<file path="src/fan_pwm_map.vh">
// Register offsets, field positions, reset values and timing figures for the fan drive block
`ifndef FAN_PWM_MAP_VH
`define FAN_PWM_MAP_VH
`define OFS_SPAN1        8'h5f
`define OFS_SPAN2        8'h60
`define OFS_SPAN3        8'h61
`define OFS_RAMP1        8'h62
`define OFS_CTRL         8'h70
`define OFS_STATUS       8'h71
`define OFS_TARGET1      8'h72
`define OFS_TARGET2      8'h73
`define OFS_TARGET3      8'h74
`define OFS_MINDUTY1     8'h75
`define OFS_MINDUTY2     8'h76
`define OFS_MINDUTY3     8'h77
`define OFS_DUTY1        8'h78
`define OFS_DUTY2        8'h79
`define OFS_DUTY3        8'h7a
`define RST_SPAN         8'hc4
`define RST_RAMP         8'h00
`define RST_CTRL         8'h00
`define RST_TARGET       8'hff
`define RST_MINDUTY      8'h80
`define F_MODE           3
`define F_SPAN_HI        7
`define F_SPAN_LO        4
`define F_SMOOTH1        3
`define F_ALIGN          4
`define F_FLOOR1         5
`define C_LOCK           0
`define C_SLOWSCALE      1
`define C_SLOW_LO        2
`define C_BELOW_LO       5
`define C_AUTO           0
`define HF_PERIOD_NS     40000
`define CLK_NS           8
`define HF_TICKS         (`HF_PERIOD_NS / `CLK_NS / 256)
`define RAMP_FAST_MS     146
`define RAMP_SLOW_MS     204
`endif

</file>
<file path="src/fan_pwm_range_and_ramp_control.v">
// Fan drive block: span/rate and acoustic ramp registers, three drive channels
// How it works
// - Lock bit freezes span/rate and ramp registers; later writes are ignored.
// - Three-bit low rate select picks 11.0 to 88.2 Hz in low rate mode.
// - Bit 3 of a span register picks high (1) or low (0) drive rate.
// - Bits 7:4 select the temperature span, 2 to 80 degrees, default 32.
// - Remote-1 driven output ramps toward its target at the coded rate.
// - Ramp codes give steps 1,2,3,4,8,12,24,48; sweeps 146 to 3.4 ms.
// - Slow-scale bit stretches sweeps to 204 down to 4.8 ms.
// - Drive 1 slowdown bit makes its ramp four times slower; drives 2 and 3 do not ramp.
// - Remote-1 smoothing acts only while its enable bit is one.
// - Alignment bit one times speed inputs 2, 3, 4 to the third drive.
// - Alignment bit zero times only speed inputs 3 and 4 to it.
// - Below start temperature, floor-hold bit picks zero or minimum duty.
//
// Decided for this implementation: the plain strobed port.
`default_nettype none
`include "fan_pwm_map.vh"
module fan_pwm_range_and_ramp_control #(
    parameter integer RAMP_FAST = (`RAMP_FAST_MS * 1000000) / (`CLK_NS * 255) + 1,
    parameter integer RAMP_SLOW = (`RAMP_SLOW_MS * 1000000) / (`CLK_NS * 255) + 1,
    parameter integer LF_DIV0   = 44389
) (
    input  wire       i_clk,
    input  wire       i_srst,
    input  wire       i_ce,
    input  wire [7:0] i_addr,
    input  wire [7:0] i_wdata,
    input  wire       i_wr,
    input  wire       i_rd,
    input  wire [2:0] i_below_start,
    output reg  [7:0] o_rdata,
    output reg        o_fan_drive_1,
    output reg        o_fan_drive_2,
    output reg        o_fan_drive_3,
    output reg  [2:0] o_speed_sample_align,
    output reg        o_speed_window,
    output reg  [3:0] o_span_code_1,
    output reg  [3:0] o_span_code_2,
    output reg  [3:0] o_span_code_3
);
    reg  [7:0] span1_r;
    reg  [7:0] span2_r;
    reg  [7:0] span3_r;
    reg  [7:0] ramp1_r;
    reg  [7:0] ctrl_r;
    reg  [7:0] target1_r;
    reg  [7:0] target2_r;
    reg  [7:0] target3_r;
    reg  [7:0] floor_hold_select_1_r;
    reg  [7:0] floor_hold_select_2_r;
    reg  [7:0] floor_hold_select_3_r;
    reg  [2:0] below_s1_r;
    reg  [2:0] below_s2_r;
    reg  [7:0] rd_nxt;
    wire       locked;
    wire       wr_ok;
    wire [7:0] duty1;
    wire [7:0] duty2;
    wire [7:0] duty3;
    wire [2:0] pwm;
    wire [2:0] pstart;

    assign locked = ctrl_r[`C_LOCK];
    assign wr_ok  = i_wr && !locked;

    // Start-temperature comparisons come from outside this clock, so synchronise
    always @(posedge i_clk) begin
        if (i_srst) begin
            below_s1_r <= 3'h0;
            below_s2_r <= 3'h0;
        end else if (i_ce) begin
            below_s1_r <= i_below_start;
            below_s2_r <= below_s1_r;
        end
    end

    // Register writes; the lock can only be cleared by reset
    always @(posedge i_clk) begin
        if (i_srst) begin
            span1_r   <= `RST_SPAN;
            span2_r   <= `RST_SPAN;
            span3_r   <= `RST_SPAN;
            ramp1_r   <= `RST_RAMP;
            ctrl_r    <= `RST_CTRL;
            target1_r <= `RST_TARGET;
            target2_r <= `RST_TARGET;
            target3_r <= `RST_TARGET;
            floor_hold_select_1_r    <= `RST_MINDUTY;
            floor_hold_select_2_r    <= `RST_MINDUTY;
            floor_hold_select_3_r    <= `RST_MINDUTY;
        end else if (i_ce && i_wr) begin
            case (i_addr)
                `OFS_SPAN1:   if (wr_ok) span1_r <= i_wdata;
                `OFS_SPAN2:   if (wr_ok) span2_r <= i_wdata;
                `OFS_SPAN3:   if (wr_ok) span3_r <= i_wdata;
                `OFS_RAMP1:   if (wr_ok) ramp1_r <= i_wdata;
                `OFS_CTRL:    ctrl_r <= {i_wdata[7:1], i_wdata[0] | locked};
                `OFS_TARGET1: target1_r <= i_wdata;
                `OFS_TARGET2: target2_r <= i_wdata;
                `OFS_TARGET3: target3_r <= i_wdata;
                `OFS_MINDUTY1: floor_hold_select_1_r <= i_wdata;
                `OFS_MINDUTY2: floor_hold_select_2_r <= i_wdata;
                `OFS_MINDUTY3: floor_hold_select_3_r <= i_wdata;
                default: ;
            endcase
        end
    end

    // Read decode; unmapped addresses read zero
    always @* begin
        case (i_addr)
            `OFS_SPAN1:    rd_nxt = span1_r;
            `OFS_SPAN2:    rd_nxt = span2_r;
            `OFS_SPAN3:    rd_nxt = span3_r;
            `OFS_RAMP1:    rd_nxt = ramp1_r;
            `OFS_CTRL:     rd_nxt = ctrl_r;
            `OFS_STATUS:   rd_nxt = {2'b00, pwm, below_s2_r};
            `OFS_TARGET1:  rd_nxt = target1_r;
            `OFS_TARGET2:  rd_nxt = target2_r;
            `OFS_TARGET3:  rd_nxt = target3_r;
            `OFS_MINDUTY1: rd_nxt = floor_hold_select_1_r;
            `OFS_MINDUTY2: rd_nxt = floor_hold_select_2_r;
            `OFS_MINDUTY3: rd_nxt = floor_hold_select_3_r;
            `OFS_DUTY1:    rd_nxt = duty1;
            `OFS_DUTY2:    rd_nxt = duty2;
            `OFS_DUTY3:    rd_nxt = duty3;
            default:       rd_nxt = 8'h00;
        endcase
    end

    // Read data stand only in the cycle after the strobe
    always @(posedge i_clk) begin
        if (i_srst)
            o_rdata <= 8'h00;
        else if (i_ce)
            o_rdata <= i_rd ? rd_nxt : 8'h00;
    end

    // Only drive 1 follows remote-1 here, so only it gets the ramp code
    fan_drive_channel #(
        .LF_DIV0   (LF_DIV0),
        .RAMP_FAST (RAMP_FAST),
        .RAMP_SLOW (RAMP_SLOW)
    ) u_ch1 (
        .i_clk          (i_clk),
        .i_srst         (i_srst),
        .i_ce           (i_ce),
        .i_span_reg     (span1_r),
        .i_target       (target1_r),
        .i_min_duty     (floor_hold_select_1_r),
        .i_below_start  (below_s2_r[0]),
        .i_floor_hold   (ramp1_r[`F_FLOOR1]),
        .i_smooth_en    (ramp1_r[`F_SMOOTH1]),
        .i_ramp_code    (ramp1_r[2:0]),
        .i_slow_scale   (ctrl_r[`C_SLOWSCALE]),
        .i_slow_x4      (ctrl_r[`C_SLOW_LO]),
        .o_duty         (duty1),
        .o_pwm          (pwm[0]),
        .o_period_start (pstart[0])
    );

    fan_drive_channel #(
        .LF_DIV0   (LF_DIV0),
        .RAMP_FAST (RAMP_FAST),
        .RAMP_SLOW (RAMP_SLOW)
    ) u_ch2 (
        .i_clk          (i_clk),
        .i_srst         (i_srst),
        .i_ce           (i_ce),
        .i_span_reg     (span2_r),
        .i_target       (target2_r),
        .i_min_duty     (floor_hold_select_2_r),
        .i_below_start  (below_s2_r[1]),
        .i_floor_hold   (ramp1_r[`F_FLOOR1 + 1]),
        .i_smooth_en    (1'b0),
        .i_ramp_code    (3'h0),
        .i_slow_scale   (ctrl_r[`C_SLOWSCALE]),
        .i_slow_x4      (ctrl_r[`C_SLOW_LO + 1]),
        .o_duty         (duty2),
        .o_pwm          (pwm[1]),
        .o_period_start (pstart[1])
    );

    fan_drive_channel #(
        .LF_DIV0   (LF_DIV0),
        .RAMP_FAST (RAMP_FAST),
        .RAMP_SLOW (RAMP_SLOW)
    ) u_ch3 (
        .i_clk          (i_clk),
        .i_srst         (i_srst),
        .i_ce           (i_ce),
        .i_span_reg     (span3_r),
        .i_target       (target3_r),
        .i_min_duty     (floor_hold_select_3_r),
        .i_below_start  (below_s2_r[2]),
        .i_floor_hold   (ramp1_r[`F_FLOOR1 + 2]),
        .i_smooth_en    (1'b0),
        .i_ramp_code    (3'h0),
        .i_slow_scale   (ctrl_r[`C_SLOWSCALE]),
        .i_slow_x4      (ctrl_r[`C_SLOW_LO + 2]),
        .o_duty         (duty3),
        .o_pwm          (pwm[2]),
        .o_period_start (pstart[2])
    );

    // Registered pin drives, span codes and speed-sense timing
    always @(posedge i_clk) begin
        if (i_srst) begin
            o_fan_drive_1        <= 1'b0;
            o_fan_drive_2        <= 1'b0;
            o_fan_drive_3        <= 1'b0;
            o_speed_sample_align <= 3'h0;
            o_speed_window       <= 1'b0;
            o_span_code_1        <= 4'h0;
            o_span_code_2        <= 4'h0;
            o_span_code_3        <= 4'h0;
        end else if (i_ce) begin
            o_fan_drive_1 <= pwm[0];
            o_fan_drive_2 <= pwm[1];
            o_fan_drive_3 <= pwm[2];
            // Bit 0 = speed input 2, bit 1 = input 3, bit 2 = input 4
            o_speed_sample_align <= {2'b11, ramp1_r[`F_ALIGN]};
            // Sense only while drive 3 is high so shared fans are powered
            o_speed_window <= pwm[2] && !pstart[2];
            o_span_code_1 <= span1_r[`F_SPAN_HI:`F_SPAN_LO];
            o_span_code_2 <= span2_r[`F_SPAN_HI:`F_SPAN_LO];
            o_span_code_3 <= span3_r[`F_SPAN_HI:`F_SPAN_LO];
        end
    end
endmodule
`default_nettype wire

</file>
<file path="src/fan_drive_channel.v">
// One fan drive channel: duty ramp limiter and PWM waveform generator
`default_nettype none
`include "fan_pwm_map.vh"
module fan_drive_channel #(
    parameter integer LF_DIV0   = 44389,
    parameter integer RAMP_FAST = 73000,
    parameter integer RAMP_SLOW = 102000
) (
    input  wire       i_clk,
    input  wire       i_srst,
    input  wire       i_ce,
    input  wire [7:0] i_span_reg,
    input  wire [7:0] i_target,
    input  wire [7:0] i_min_duty,
    input  wire       i_below_start,
    input  wire       i_floor_hold,
    input  wire       i_smooth_en,
    input  wire [2:0] i_ramp_code,
    input  wire       i_slow_scale,
    input  wire       i_slow_x4,
    output reg  [7:0] o_duty,
    output reg        o_pwm,
    output reg        o_period_start
);
    reg  [7:0]  duty_r;
    reg  [7:0]  phase_r;
    reg  [15:0] tick_r;
    reg  [19:0] ramp_cnt_r;
    reg  [7:0]  goal;
    reg  [7:0]  step;
    reg  [19:0] ramp_len;
    reg  [15:0] tick_len;
    reg  [8:0]  up_sum;
    reg  [7:0]  duty_nxt;

    // Rate divisors scale from the 11 Hz slot length, rounded to nearest, so a
    // short slot length in simulation keeps the same frequency ratios
    localparam integer LF_DIV1 = (LF_DIV0 * 110 + 73) / 147;
    localparam integer LF_DIV2 = (LF_DIV0 * 110 + 110) / 221;
    localparam integer LF_DIV3 = (LF_DIV0 * 110 + 147) / 294;
    localparam integer LF_DIV4 = (LF_DIV0 * 110 + 176) / 353;
    localparam integer LF_DIV5 = (LF_DIV0 * 110 + 220) / 441;
    localparam integer LF_DIV6 = (LF_DIV0 * 110 + 294) / 588;
    localparam integer LF_DIV7 = (LF_DIV0 * 110 + 441) / 882;
    localparam integer HF_LEN  = `HF_TICKS;

    // Below start temperature either stop the fan or hold its floor duty
    always @* begin
        if (i_below_start)
            goal = i_floor_hold ? i_min_duty : 8'h00;
        else
            goal = i_target;
    end

    // Step per update interval for each ramp code
    always @* begin
        case (i_ramp_code)
            3'h0: step = 8'h01;
            3'h1: step = 8'h02;
            3'h2: step = 8'h03;
            3'h3: step = 8'h04;
            3'h4: step = 8'h08;
            3'h5: step = 8'h0c;
            3'h6: step = 8'h18;
            default: step = 8'h30;
        endcase
    end

    // Interval chosen so 255 steps of one match the table sweep times
    always @* begin
        ramp_len = i_slow_scale ? RAMP_SLOW[19:0] : RAMP_FAST[19:0];
        if (i_slow_x4)
            ramp_len = {ramp_len[17:0], 2'b00};
    end

    // Low rate divides the 256-slot period; high rate uses a fixed short slot
    always @* begin
        if (i_span_reg[`F_MODE])
            tick_len = HF_LEN[15:0];
        else begin
            case (i_span_reg[2:0])
                3'h0: tick_len = LF_DIV0[15:0];
                3'h1: tick_len = LF_DIV1[15:0];
                3'h2: tick_len = LF_DIV2[15:0];
                3'h3: tick_len = LF_DIV3[15:0];
                3'h4: tick_len = LF_DIV4[15:0];
                3'h5: tick_len = LF_DIV5[15:0];
                3'h6: tick_len = LF_DIV6[15:0];
                default: tick_len = LF_DIV7[15:0];
            endcase
        end
    end

    // Rate-limited move toward the goal, or direct load when smoothing is off
    always @* begin
        up_sum = {1'b0, duty_r} + {1'b0, step};
        duty_nxt = duty_r;
        if (!i_smooth_en)
            duty_nxt = goal;
        else if (ramp_cnt_r == 20'h00000) begin
            if (goal > duty_r)
                duty_nxt = (up_sum[8] || up_sum[7:0] > goal) ? goal : up_sum[7:0];
            else if (goal < duty_r)
                duty_nxt = (duty_r - goal < step) ? goal : duty_r - step;
        end
    end

    // Ramp interval counter and duty register
    always @(posedge i_clk) begin
        if (i_srst) begin
            duty_r     <= 8'hff;
            ramp_cnt_r <= 20'h00000;
        end else if (i_ce) begin
            duty_r     <= duty_nxt;
            ramp_cnt_r <= (ramp_cnt_r == 20'h00000) ? ramp_len - 20'h00001 :
                          ramp_cnt_r - 20'h00001;
        end
    end

    // Waveform: high while phase is below duty; full duty keeps the pin high
    always @(posedge i_clk) begin
        if (i_srst) begin
            tick_r         <= 16'h0000;
            phase_r        <= 8'h00;
            o_pwm          <= 1'b0;
            o_duty         <= 8'hff;
            o_period_start <= 1'b0;
        end else if (i_ce) begin
            o_duty         <= duty_r;
            o_period_start <= 1'b0;
            if (tick_r >= tick_len - 16'h0001) begin
                tick_r  <= 16'h0000;
                phase_r <= phase_r + 8'h01;
                o_period_start <= (phase_r == 8'hff);
            end else
                tick_r <= tick_r + 16'h0001;
            o_pwm <= (duty_r == 8'hff) || (phase_r < duty_r);
        end
    end
endmodule
`default_nettype wire

</file>
<file path="config.mk">
export PLATFORM = sky130hd
export DESIGN_NAME = fan_pwm_range_and_ramp_control
export DESIGN_NICKNAME = d
export VERILOG_FILES = /design/src/fan_pwm_range_and_ramp_control.v /design/src/fan_drive_channel.v
export VERILOG_INCLUDE_DIRS = /design/src /design/src/src
export SDC_FILE = /design/constraint.sdc
export NUM_CORES = 1
export LEC_CHECK = 0
export BUFFER_PORTS_ARGS = -buffer_cell sky130_fd_sc_hd__buf_2
export CAP_MARGIN = 20
export CORE_ASPECT_RATIO = 0.7
export CORE_MARGIN = 2
export CORE_UTILIZATION = 45
export DETAILED_ROUTE_END_ITERATION = 6
export SKIP_CTS_REPAIR_TIMING = 1
export SLEW_MARGIN = 30
export SYNTH_ARGS = -nofsm -noshare
export SYNTH_HDL_FRONTEND = slang
export SYNTH_HIERARCHICAL = 1
export SYNTH_SLANG_ARGS = --single-unit
</file>
<file path="constraint.sdc">
create_clock -name i_clk -period 12.1 [get_ports i_clk]
set_input_delay 2.42 -clock i_clk [delete_from_list [all_inputs] [get_ports i_clk]]
set_output_delay 2.42 -clock i_clk [all_outputs]
set_load 0.02 [all_outputs]
</file>
==> results of run 1 <==
==> critical path: cells and delay by family, from the launching register on <==
family	cells	cell delay, ns
buffers and inverters	1	0.06
XOR/XNOR	1	0.16
adder cells (fa/ha/maj)	3	0.89
flip-flops	1	0.62
AND/OR/NAND/NOR	5	0.93
AO/OA/AOI/OAI	7	2.17
==> cell type report <==
| type | instances | share of cell area [%] |
|---|---|---|
| clock buffer | 45 | 4.02 |
| timing repair buffer | 58 | 1.47 |
| multi-input combinational | 2085 | 62.1 |
| tap | 612 | 3.34 |
| antenna | 1 | 0.0109 |
| clock inverter | 17 | 0.872 |
| sequential | 304 | 26.5 |
| inverter | 105 | 1.72 |
==> state kept, by name (all words and copies together) (netlist names), 16 cells and up <==
| name | count |
|---|---|
| u_ch1/tick_r | 16 |
| u_ch3/tick_r | 16 |
| u_ch3/ramp_cnt_r | 20 |
| u_ch2/ramp_cnt_r | 20 |
| u_ch1/ramp_cnt_r | 20 |
| u_ch2/tick_r | 16 |
==> metrics by stage <==
step / total power [µW] / hold slack (ns)
after CTS: 4080 / 0.431
after global placement: 2970 / 0.421
after floorplan: 2630 / 0.407
final: 4100 / 0.429
after detailed placement: 3010 / 0.420
after global routing: 4390 / 0.444
==> report_power, final <==
part,total (µW),switching (µW),leakage [µW],internal [µW]
registers,1290,167,0.00247,1120
logic,1750,1050,0.00644,708
clock network,1060,446,0.000525,609
==> layout by cell type (no fill, tap or decap), types with 40 or more instances in the layout <==
master / count
xnor2_1: 40
o21ai_0: 101
a21oi_1: 155
dfxtp_1: 304
ha_1: 180
buf_2: 48
inv_1: 105
nand3_1: 55
nor3_1: 74
mux2i_1: 105
xor2_1: 75
nand2_1: 201
conb_1: 44
nor2b_1: 82
nor2_1: 317
==> metal layers <==
| metal | global-route usage, % | part of all wire [%] | vias to the layer above |
|---|---|---|---|
| li1 | - | - | 9308 |
| met1 | 37.9 | 51 | 9019 |
| met2 | 36.3 | 40 | 615 |
| met3 | 5.37 | 7.6 | 82 |
| met4 | 5.98 | 1.9 | 0 |
| met5 | 0 | 0 | - |
==> worst max-delay path by stage <==
stage	cells past startpoint	slack, ns	from	endpoint
2_1_floorplan	7	7.98	i_addr[4]	span3_r[6]
6_report	17	7.15	below_s2_r[0]	u_ch1/duty_r[3]
3_5_place_dp	9	7.00	i_ce	u_ch3/tick_r[15]
4_1_cts	17	7.30	below_s2_r[0]	u_ch1/duty_r[3]
3_3_place_gp	9	7.06	i_ce	u_ch3/tick_r[15]
5_1_grt	17	6.92	below_s2_r[0]	u_ch1/duty_r[3]
==> flow_summary_export.csv, run 1 <==
group,metric,value,unit
floorplan,rows,66,
worst_setup_path,cp.arrival,5.35,ns
timing,setup_viol,0,
placed_design,place_area,21800,µm²
timing,tns,0,ns
worst_setup_path,cpPeakStageDelay,0.69,ns
timing,finalCriticalPeriod,4.95,ns
worst_setup_path,reg2regPathDepth,17,
global_route,grt_pass1_wl,98400,µm
placed_design,io_buffers,50,
placed_design,gp_congestion,0.996,
detailed_routing,firstDrtPassIters,5,
worst_setup_path,startpoint_type,"register",
worst_setup_path,r2r-start,"below_s2_r[0]",
timing,rsz0062_at_grt,"no",
synthesis,synth_cells,2579,
global_route,grt_pass1_vias,17500,
timing,drv_slew,0,
floorplan,die-area,48700,µm²
detailed_routing,dr_total_vias,19000,
cells_and_area,nNetsFinal,2801,
floorplan,start_util,45.5,%
placed_design,post-place-ws,7.00,ns
worst_setup_path,cp_cell_sequence,"and2_1, nand2_1, o21ai_0, ha_1, inv_1, fa_1, a211oi_1, nor2_1, xor2_1, ha_1, nor3_1, o21ai_0, a311oi_1, nand3_1, o2111ai_1, o21a_1, o211ai_1",
outcome,status,"finished, final reports clean",
worst_setup_path,endpoint_kind,"register",
synthesis,synthesis.area,21100,µm²
min_path,min_to,"u_ch3/ramp_cnt_r[19]",
worst_setup_path,required,12.50,ns
timing,hold_violations,0,
clock_tree,cts_buffers,34,
global_route,grt_use_total,25.2,%
min_path,hp-class,"reg -> reg",
cells_and_area,regArea,6090,µm²
min_path,min_from,"u_ch3/ramp_cnt_r[19]",
worst_setup_path,slowest_stage,"o2111ai_1",
detailed_routing,wl,62800,µm
global_route,grt_max_degree,159,
worst_setup_path,crit_fanout,12,
worst_setup_path,worst-r2r-setup-slack,7.15,ns
floorplan,io_pins,51,
clock_tree,clock-sinks,304,
timing,fin_ws,7.15,ns
timing,worst_pin_slew,0.980,ns
detailed_routing,antenna_left,0,
synthesis,avgSynthCellArea,8.18,µm²
pwr,p_per_area,178,nW/µm²
clock_tree,clk_pin_slew,0.06,ns
clock_tree,h-tree-depth,2,
cells_and_area,multiInputGateArea,14300,µm²
cells_and_area,design_area,23000,µm²
timing,finalCritPeriodShare,40.9,%
detailed_routing,route.detailed.drc,0,
min_path,holdPathStages,2,
synthesis,ys_warn_count,6,
cells_and_area,final_cells,3227,
floorplan,coreArea,46300,µm²
cells_and_area,synthToLayoutAreaGrowth,8.82,%
clock_tree,clk_latency,0.54,ns
pwr,p_leak,0.00944,µW
detailed_routing,drtIter0Drc,1934,
clock_tree,ctsRootBufferMaster,"clkbuf_16",
placed_design,placed_cells,3164,
timing,fmax,0.202,GHz
flow_run,timing.max_cap.violations,0,
clock_tree,tritoncts,"done",
floorplan,die_h,185,µm
detailed_routing,vias_per_cell,5.90,
worst_setup_path,rr_endpoint,"u_ch1/duty_r[3]",
pwr,ir_worst_vdd,0.0857,mV
detailed_routing,drt-wirelength-per-cell,19.5,µm
global_route,antenna_found_initial,1,
worst_setup_path,crit_type,"reg -> reg",
clock_tree,clock_path_buffers,3,
placed_design,hpwl,46400,µm
cells_and_area,fillers,4458,
global_route,overflow,0,
floorplan,die_w,263,µm
cells_and_area,drive_gt1_share,7.38,%
cells_and_area,utilization,49.6,%
timing,fin_skew,0.0257,ns
timing,maxSlewHeadroom,34.4,%
Power figures use the tool's default switching activity.
==> run 2: changes to the inputs <==
==> constraint.sdc (replaced) <==
create_clock -name i_clk -period 4.58 [get_ports i_clk]
set_input_delay 0.916 -clock i_clk [delete_from_list [all_inputs] [get_ports i_clk]]
set_output_delay 0.916 -clock i_clk [all_outputs]
set_load 0.02 [all_outputs]
==> flow_summary_export.csv, run 2 (synthesis results as in run 1) <==
group,metric,value,unit
timing,drv_slew,0,
clock_tree,clock_path_buffers,3,
timing,hold_violations,0,
outcome,status,"finished, violations left",
detailed_routing,wl,64700,µm
worst_setup_path,crit_fanout,7,
cells_and_area,nNetsFinal,2830,
clock_tree,tritoncts,"done",
worst_setup_path,crit_type,"reg -> reg",
outcome,violations,"design-rule violations",
pwr,p_leak,0.00966,µW
pwr,p_int,6740,µW
cells_and_area,multiInputGateArea,14300,µm²
global_route,use_met1,37.9,%
floorplan,die-area,48700,µm²
worst_setup_path,slowest_stage,"o2111ai_1",
clock_tree,clk_latency,0.54,ns
worst_setup_path,endpoint_kind,"register",
clock_tree,clk_pin_slew,0.06,ns
timing,worst_pin_slew,0.922,ns
floorplan,die_w,263,µm
placed_design,io_buffers,50,
cells_and_area,regArea,6090,µm²
floorplan,die_h,185,µm
timing,maxSlewHeadroom,38.3,%
detailed_routing,route.detailed.drc,3,
timing,finalCriticalPeriod,4.23,ns
global_route,grt_pass1_vias,17800,
min_path,holdPathStages,2,
clock_tree,ctsRootBufferMaster,"clkbuf_16",
timing,setup_viol,0,
worst_setup_path,startpoint_type,"register",
global_route,antenna_found_initial,2,
placed_design,place_area,22000,µm²
detailed_routing,drtIter0Drc,1791,
floorplan,io_pins,51,
clock_tree,h-tree-depth,2,
global_route,met3_usage,5.24,%
min_path,hp-class,"reg -> reg",
floorplan,coreArea,46300,µm²
timing,fmax,0.236,GHz
detailed_routing,antenna_left,0,
worst_setup_path,cp_num_cells,15,
global_route,grt.busiest_layer,"met2",
detailed_routing,dr_total_vias,19300,
detailed_routing,firstDrtPassIters,7,
cells_and_area,drive_gt1_share,8.70,%
pwr,netSwitchingFraction,39.9,%
placed_design,hpwl,48000,µm
pwr,p_per_area,482,nW/µm²
cells_and_area,final_common_cell,"nor2_1",
floorplan,rows,66,
global_route,overflow,0,
clock_tree,cts_buffers,35,
worst_setup_path,cp_cell_sequence,"and2_1, nand2_1, o21ai_0, buf_4, ha_1, inv_1, fa_1, ha_1, nor4b_1, o21ai_0, a311oi_1, nand3_1, o2111ai_1, o21a_1, o211ai_1",
detailed_routing,drt-wirelength-per-cell,19.9,µm
worst_setup_path,crit_family,"compound AO/OA/AOI/OAI gates",
clock_tree,clock-sinks,304,
pwr,clkPwrFrac,26.9,%
cells_and_area,reg_top3,"u_ch1/ramp_cnt_r (20), u_ch2/ramp_cnt_r (20), u_ch3/ramp_cnt_r (20)",
worst_setup_path,required,4.98,ns
floorplan,start_util,45.5,%
timing,rsz0062_at_grt,"no",
timing,finalCritPeriodShare,92.4,%
detailed_routing,vias_per_cell,5.94,
global_route,grt_max_degree,101,
pwr,switchingPower,4480,µW
global_route,grt_use_total,26.0,%
worst_setup_path,reg2regPathDepth,15,
cells_and_area,design_area,23300,µm²
global_route,met2_usage,39.0,%
cells_and_area,final_cell_mix,"nor2_1, dfxtp_1, nand2_1",
placed_design,gp_congestion,0.978,
cells_and_area,synthToLayoutAreaGrowth,10.4,%
worst_setup_path,crit_buf_inv,2,
timing,tns,0,ns
timing,fin_skew,0.0270,ns
worst_setup_path,cp.arrival,4.63,ns
flow_run,timing.max_cap.violations,0,
worst_setup_path,cpPeakStageDelay,0.59,ns
pwr,combPwrFrac,43.2,%
pwr,ir_worst_vdd,0.282,mV
cells_and_area,fillers,4409,
pwr,seqPwrFrac,29.9,%
global_route,grt_pass1_wl,101000,µm
## run 2: changes by cell type in the layout (fill, tap and decap cells not counted), moves of 2 or more
cell | previous run | this run
buf_4 | 7 | 35
clkinvlp_4 | 7 | 0
clkbuf_8 | 4 | 10
clkbuf_1 | 8 | 3
clkinv_2 | 3 | 6
bufinv_16 | 3 | 5
inv_6 | 2 | 4
## run 2: area by class of cell
cell class	count	area share, %
Clock inverter	16	0.961
Clock buffer	47	4.34
Sequential cell	304	26.1
Multi-Input combinational cell	2085	61.2
Tap cell	612	3.29
Timing Repair Buffer	86	2.35
Inverter	105	1.69
Antenna cell	1	0.0107
## run 2: metal layers
layer  part of all wire, %  routed length [µm]  vias to the layer above
met1                    49               31800                     9170
met5                 0.014                   9                        -
met4                   1.8                1150                        2
met2                    41               26600                      687
met3                   8.1                5250                       82
li1                      -                   -                     9389
## run 2: worst paths after layout
path	start	slack (ns)	to
worst max-delay path	ramp1_r[5]	0.35	u_ch1/duty_r[3]
worst min-delay path	u_ch3/ramp_cnt_r[19]	0.43	u_ch3/ramp_cnt_r[19]
worst max register to register	ramp1_r[5]	0.35	u_ch1/duty_r[3]
worst min register to register	u_ch3/ramp_cnt_r[19]	0.43	u_ch3/ramp_cnt_r[19]
## run 2: through the flow
stage,setup slack [ns],instances,utilization [%],power (µW),hold slack [ns]
6_report,0.347,3256,50.3,11200,0.433
5_1_grt,0.0508,3256,50.3,12000,0.467
4_1_cts,0.413,3255,50.3,11200,0.435
3_5_place_dp,0.414,3192,47.6,8070,0.424
3_3_place_gp,0.479,3192,47.6,8000,0.419
2_1_floorplan,0.741,2622,-,6960,0.407
## run 2: power groups by stage
stage	Combinational [µW]	Sequential, µW	Clock, µW
final	4850	3360	3020
after global routing	5400	3400	3190
after CTS	4720	3350	3090
after detailed placement	4670	3400	0
after global placement	4610	3390	0
after floorplan	3670	3290	0
## run 2: worst register-to-register path, delay by kind of cell (launching register included)
kind | cells | cell delay (ns)
compound gates | 6 | 1.50
simple gates | 4 | 1.14
fa+ha+maj | 3 | 0.89
flops | 1 | 0.37
buf+inv | 2 | 0.21
==> run 3: changes to the inputs <==
--- a/config.mk
+++ b/config.mk
@@ -10,8 +10,9 @@
 export CAP_MARGIN = 20
 export CORE_ASPECT_RATIO = 0.7
 export CORE_MARGIN = 2
-export CORE_UTILIZATION = 45
+export CORE_UTILIZATION = 55
 export DETAILED_ROUTE_END_ITERATION = 6
+export PLACE_DENSITY = 0.71
 export SKIP_CTS_REPAIR_TIMING = 1
 export SLEW_MARGIN = 30
 export SYNTH_ARGS = -nofsm -noshare
==> constraint.sdc (replaced) <==
create_clock -name i_clk -period 5.05 [get_ports i_clk]
set_input_delay 1.01 -clock i_clk [delete_from_list [all_inputs] [get_ports i_clk]]
set_output_delay 1.01 -clock i_clk [all_outputs]
set_load 0.02 [all_outputs]
==> flow_summary_export.csv, run 3 (synthesis results as in run 1) <==
group,metric,value,unit
cells_and_area,drive_gt1_share,8.07,%
timing,hold_violations,0,
global_route,antenna_found_initial,6,
cells_and_area,reg_top3,"u_ch1/ramp_cnt_r (20), u_ch2/ramp_cnt_r (20), u_ch3/ramp_cnt_r (20)",
flow_run,timing.max_cap.violations,0,
pwr,p_per_area,434,nW/µm²
global_route,grt_pass1_wl,99000,µm
global_route,grt_use_total,30.9,%
cells_and_area,fillers,3272,
worst_setup_path,endpoint_kind,"register",
detailed_routing,drt-wirelength-per-cell,20.3,µm
worst_setup_path,required,5.56,ns
cells_and_area,final_cells,3118,
timing,finalCriticalPeriod,4.66,ns
clock_tree,tritoncts,"done",
clock_tree,ctsRootBufferMaster,"clkbuf_16",
cells_and_area,regArea,6090,µm²
min_path,hp-class,"reg -> reg",
worst_setup_path,r2r-start,"below_s2_r[1]",
min_path,min_from,"u_ch3/ramp_cnt_r[19]",
worst_setup_path,slowest_stage,"a311oi_1",
cells_and_area,final_cell_mix,"nor2_1, dfxtp_1, nand2_1",
timing,tns,0,ns
placed_design,io_buffers,50,
clock_tree,clock-sinks,304,
timing,worst_pin_slew,0.901,ns
worst_setup_path,crit_fanout,12,
floorplan,coreArea,37500,µm²
floorplan,die_w,238,µm
timing,timing.hold.ws,0.440,ns
detailed_routing,route.detailed.drc,0,
pwr,p_leak,0.00954,µW
cells_and_area,nNetsFinal,2816,
detailed_routing,firstDrtPassIters,6,
pwr,finalPower,9950,µW
clock_tree,h-tree-depth,1,
worst_setup_path,cpPeakStageDelay,0.61,ns
global_route,overflow,0,
worst_setup_path,crit_family,"compound AO/OA/AOI/OAI gates",
clock_tree,cts_buffers,31,
detailed_routing,drtIter0Drc,1834,
floorplan,start_util,56.3,%
pwr,ir_worst_vdd,0.394,mV
detailed_routing,vias_per_cell,6.25,
global_route,grt_max_degree,82,
cells_and_area,synthToLayoutAreaGrowth,8.74,%
clock_tree,clk_latency,0.60,ns
detailed_routing,wl,63400,µm
global_route,grt_pass1_vias,17700,
worst_setup_path,crit_type,"reg -> reg",
timing,setup_viol,0,
placed_design,placed_cells,3058,
worst_setup_path,cp_cell_sequence,"and2_1, a21oi_1, inv_1, ha_1, inv_1, fa_1, a211oi_1, nor2_1, nor2_1, nor2_1, ha_1, and2_1, a2111oi_0, o41ai_1, a311oi_1, and2_1, o211ai_1, o221ai_1",
clock_tree,clock_path_buffers,3,
worst_setup_path,cp.arrival,5.17,ns
cells_and_area,final_common_cell,"nor2_1",
floorplan,die-area,40000,µm²
clock_tree,clk_pin_slew,0.07,ns
timing,drv_slew,0,
floorplan,io_pins,51,
timing,finalCritPeriodShare,92.3,%
outcome,status,"finished, final reports clean",
worst_setup_path,startpoint_type,"register",
placed_design,gp_congestion,0.990,
timing,fin_skew,0.0142,ns
placed_design,hpwl,47200,µm
detailed_routing,dr_total_vias,19500,
timing,maxSlewHeadroom,39.7,%
timing,rsz0062_at_grt,"no",
timing,fmax,0.215,GHz
floorplan,die_h,168,µm
worst_setup_path,critPathLaunch,"below_s2_r[1]",
floorplan,rows,59,
cells_and_area,multiInputGateArea,14300,µm²
detailed_routing,antenna_left,0,
worst_setup_path,crit_buf_inv,2,
## run 3: area by class of cell
class / count / share of cell area, %
multi-input combinational: 2085 / 62.2
sequential: 304 / 26.5
clock buffer: 41 / 3.81
tap: 488 / 2.66
timing repair buffer: 76 / 2.01
inverter: 105 / 1.72
clock inverter: 16 / 1.05
antenna: 3 / 0.0327
## run 3: power by group
group	switching, µW	internal, µW
clock	1050	1520
sequential	378	2680
combinational	2590	1740
## run 3: per-stage QoR
stage	cell area [µm²]	worst slack [ns]	util, %
after floorplan	21300	1.21	-
after global placement	21800	0.640	58.2
after detailed placement	21800	0.562	58.2
after CTS	22900	0.548	61.1
after global routing	22900	0.0912	61.2
final	22900	0.391	61.2
## run 3: path summary, 6_finish.rpt
| path | to | slack, ns | cells after the start |
|---|---|---|---|
| worst max-delay path | u_ch2/duty_r[3] | 0.39 | 18 |
| worst min-delay path | u_ch3/ramp_cnt_r[19] | 0.44 | 2 |
| worst max register to register | u_ch2/duty_r[3] | 0.39 | 18 |
| worst min register to register | u_ch3/ramp_cnt_r[19] | 0.44 | 2 |
## run 3: worst min-delay path, stage by stage, from the launching register on
cell,delay [ns]
dfxtp_1,0.31
nand2_1,0.05
a21oi_1,0.03
## run 3: metal layers
layer,vias up,track usage (%),share of wire (%)
met5,-,0,0.046
met4,4,6.77,2.1
met3,105,8.00,10
met2,833,43.5,40
met1,9171,46.7,48
li1,9368,-,-
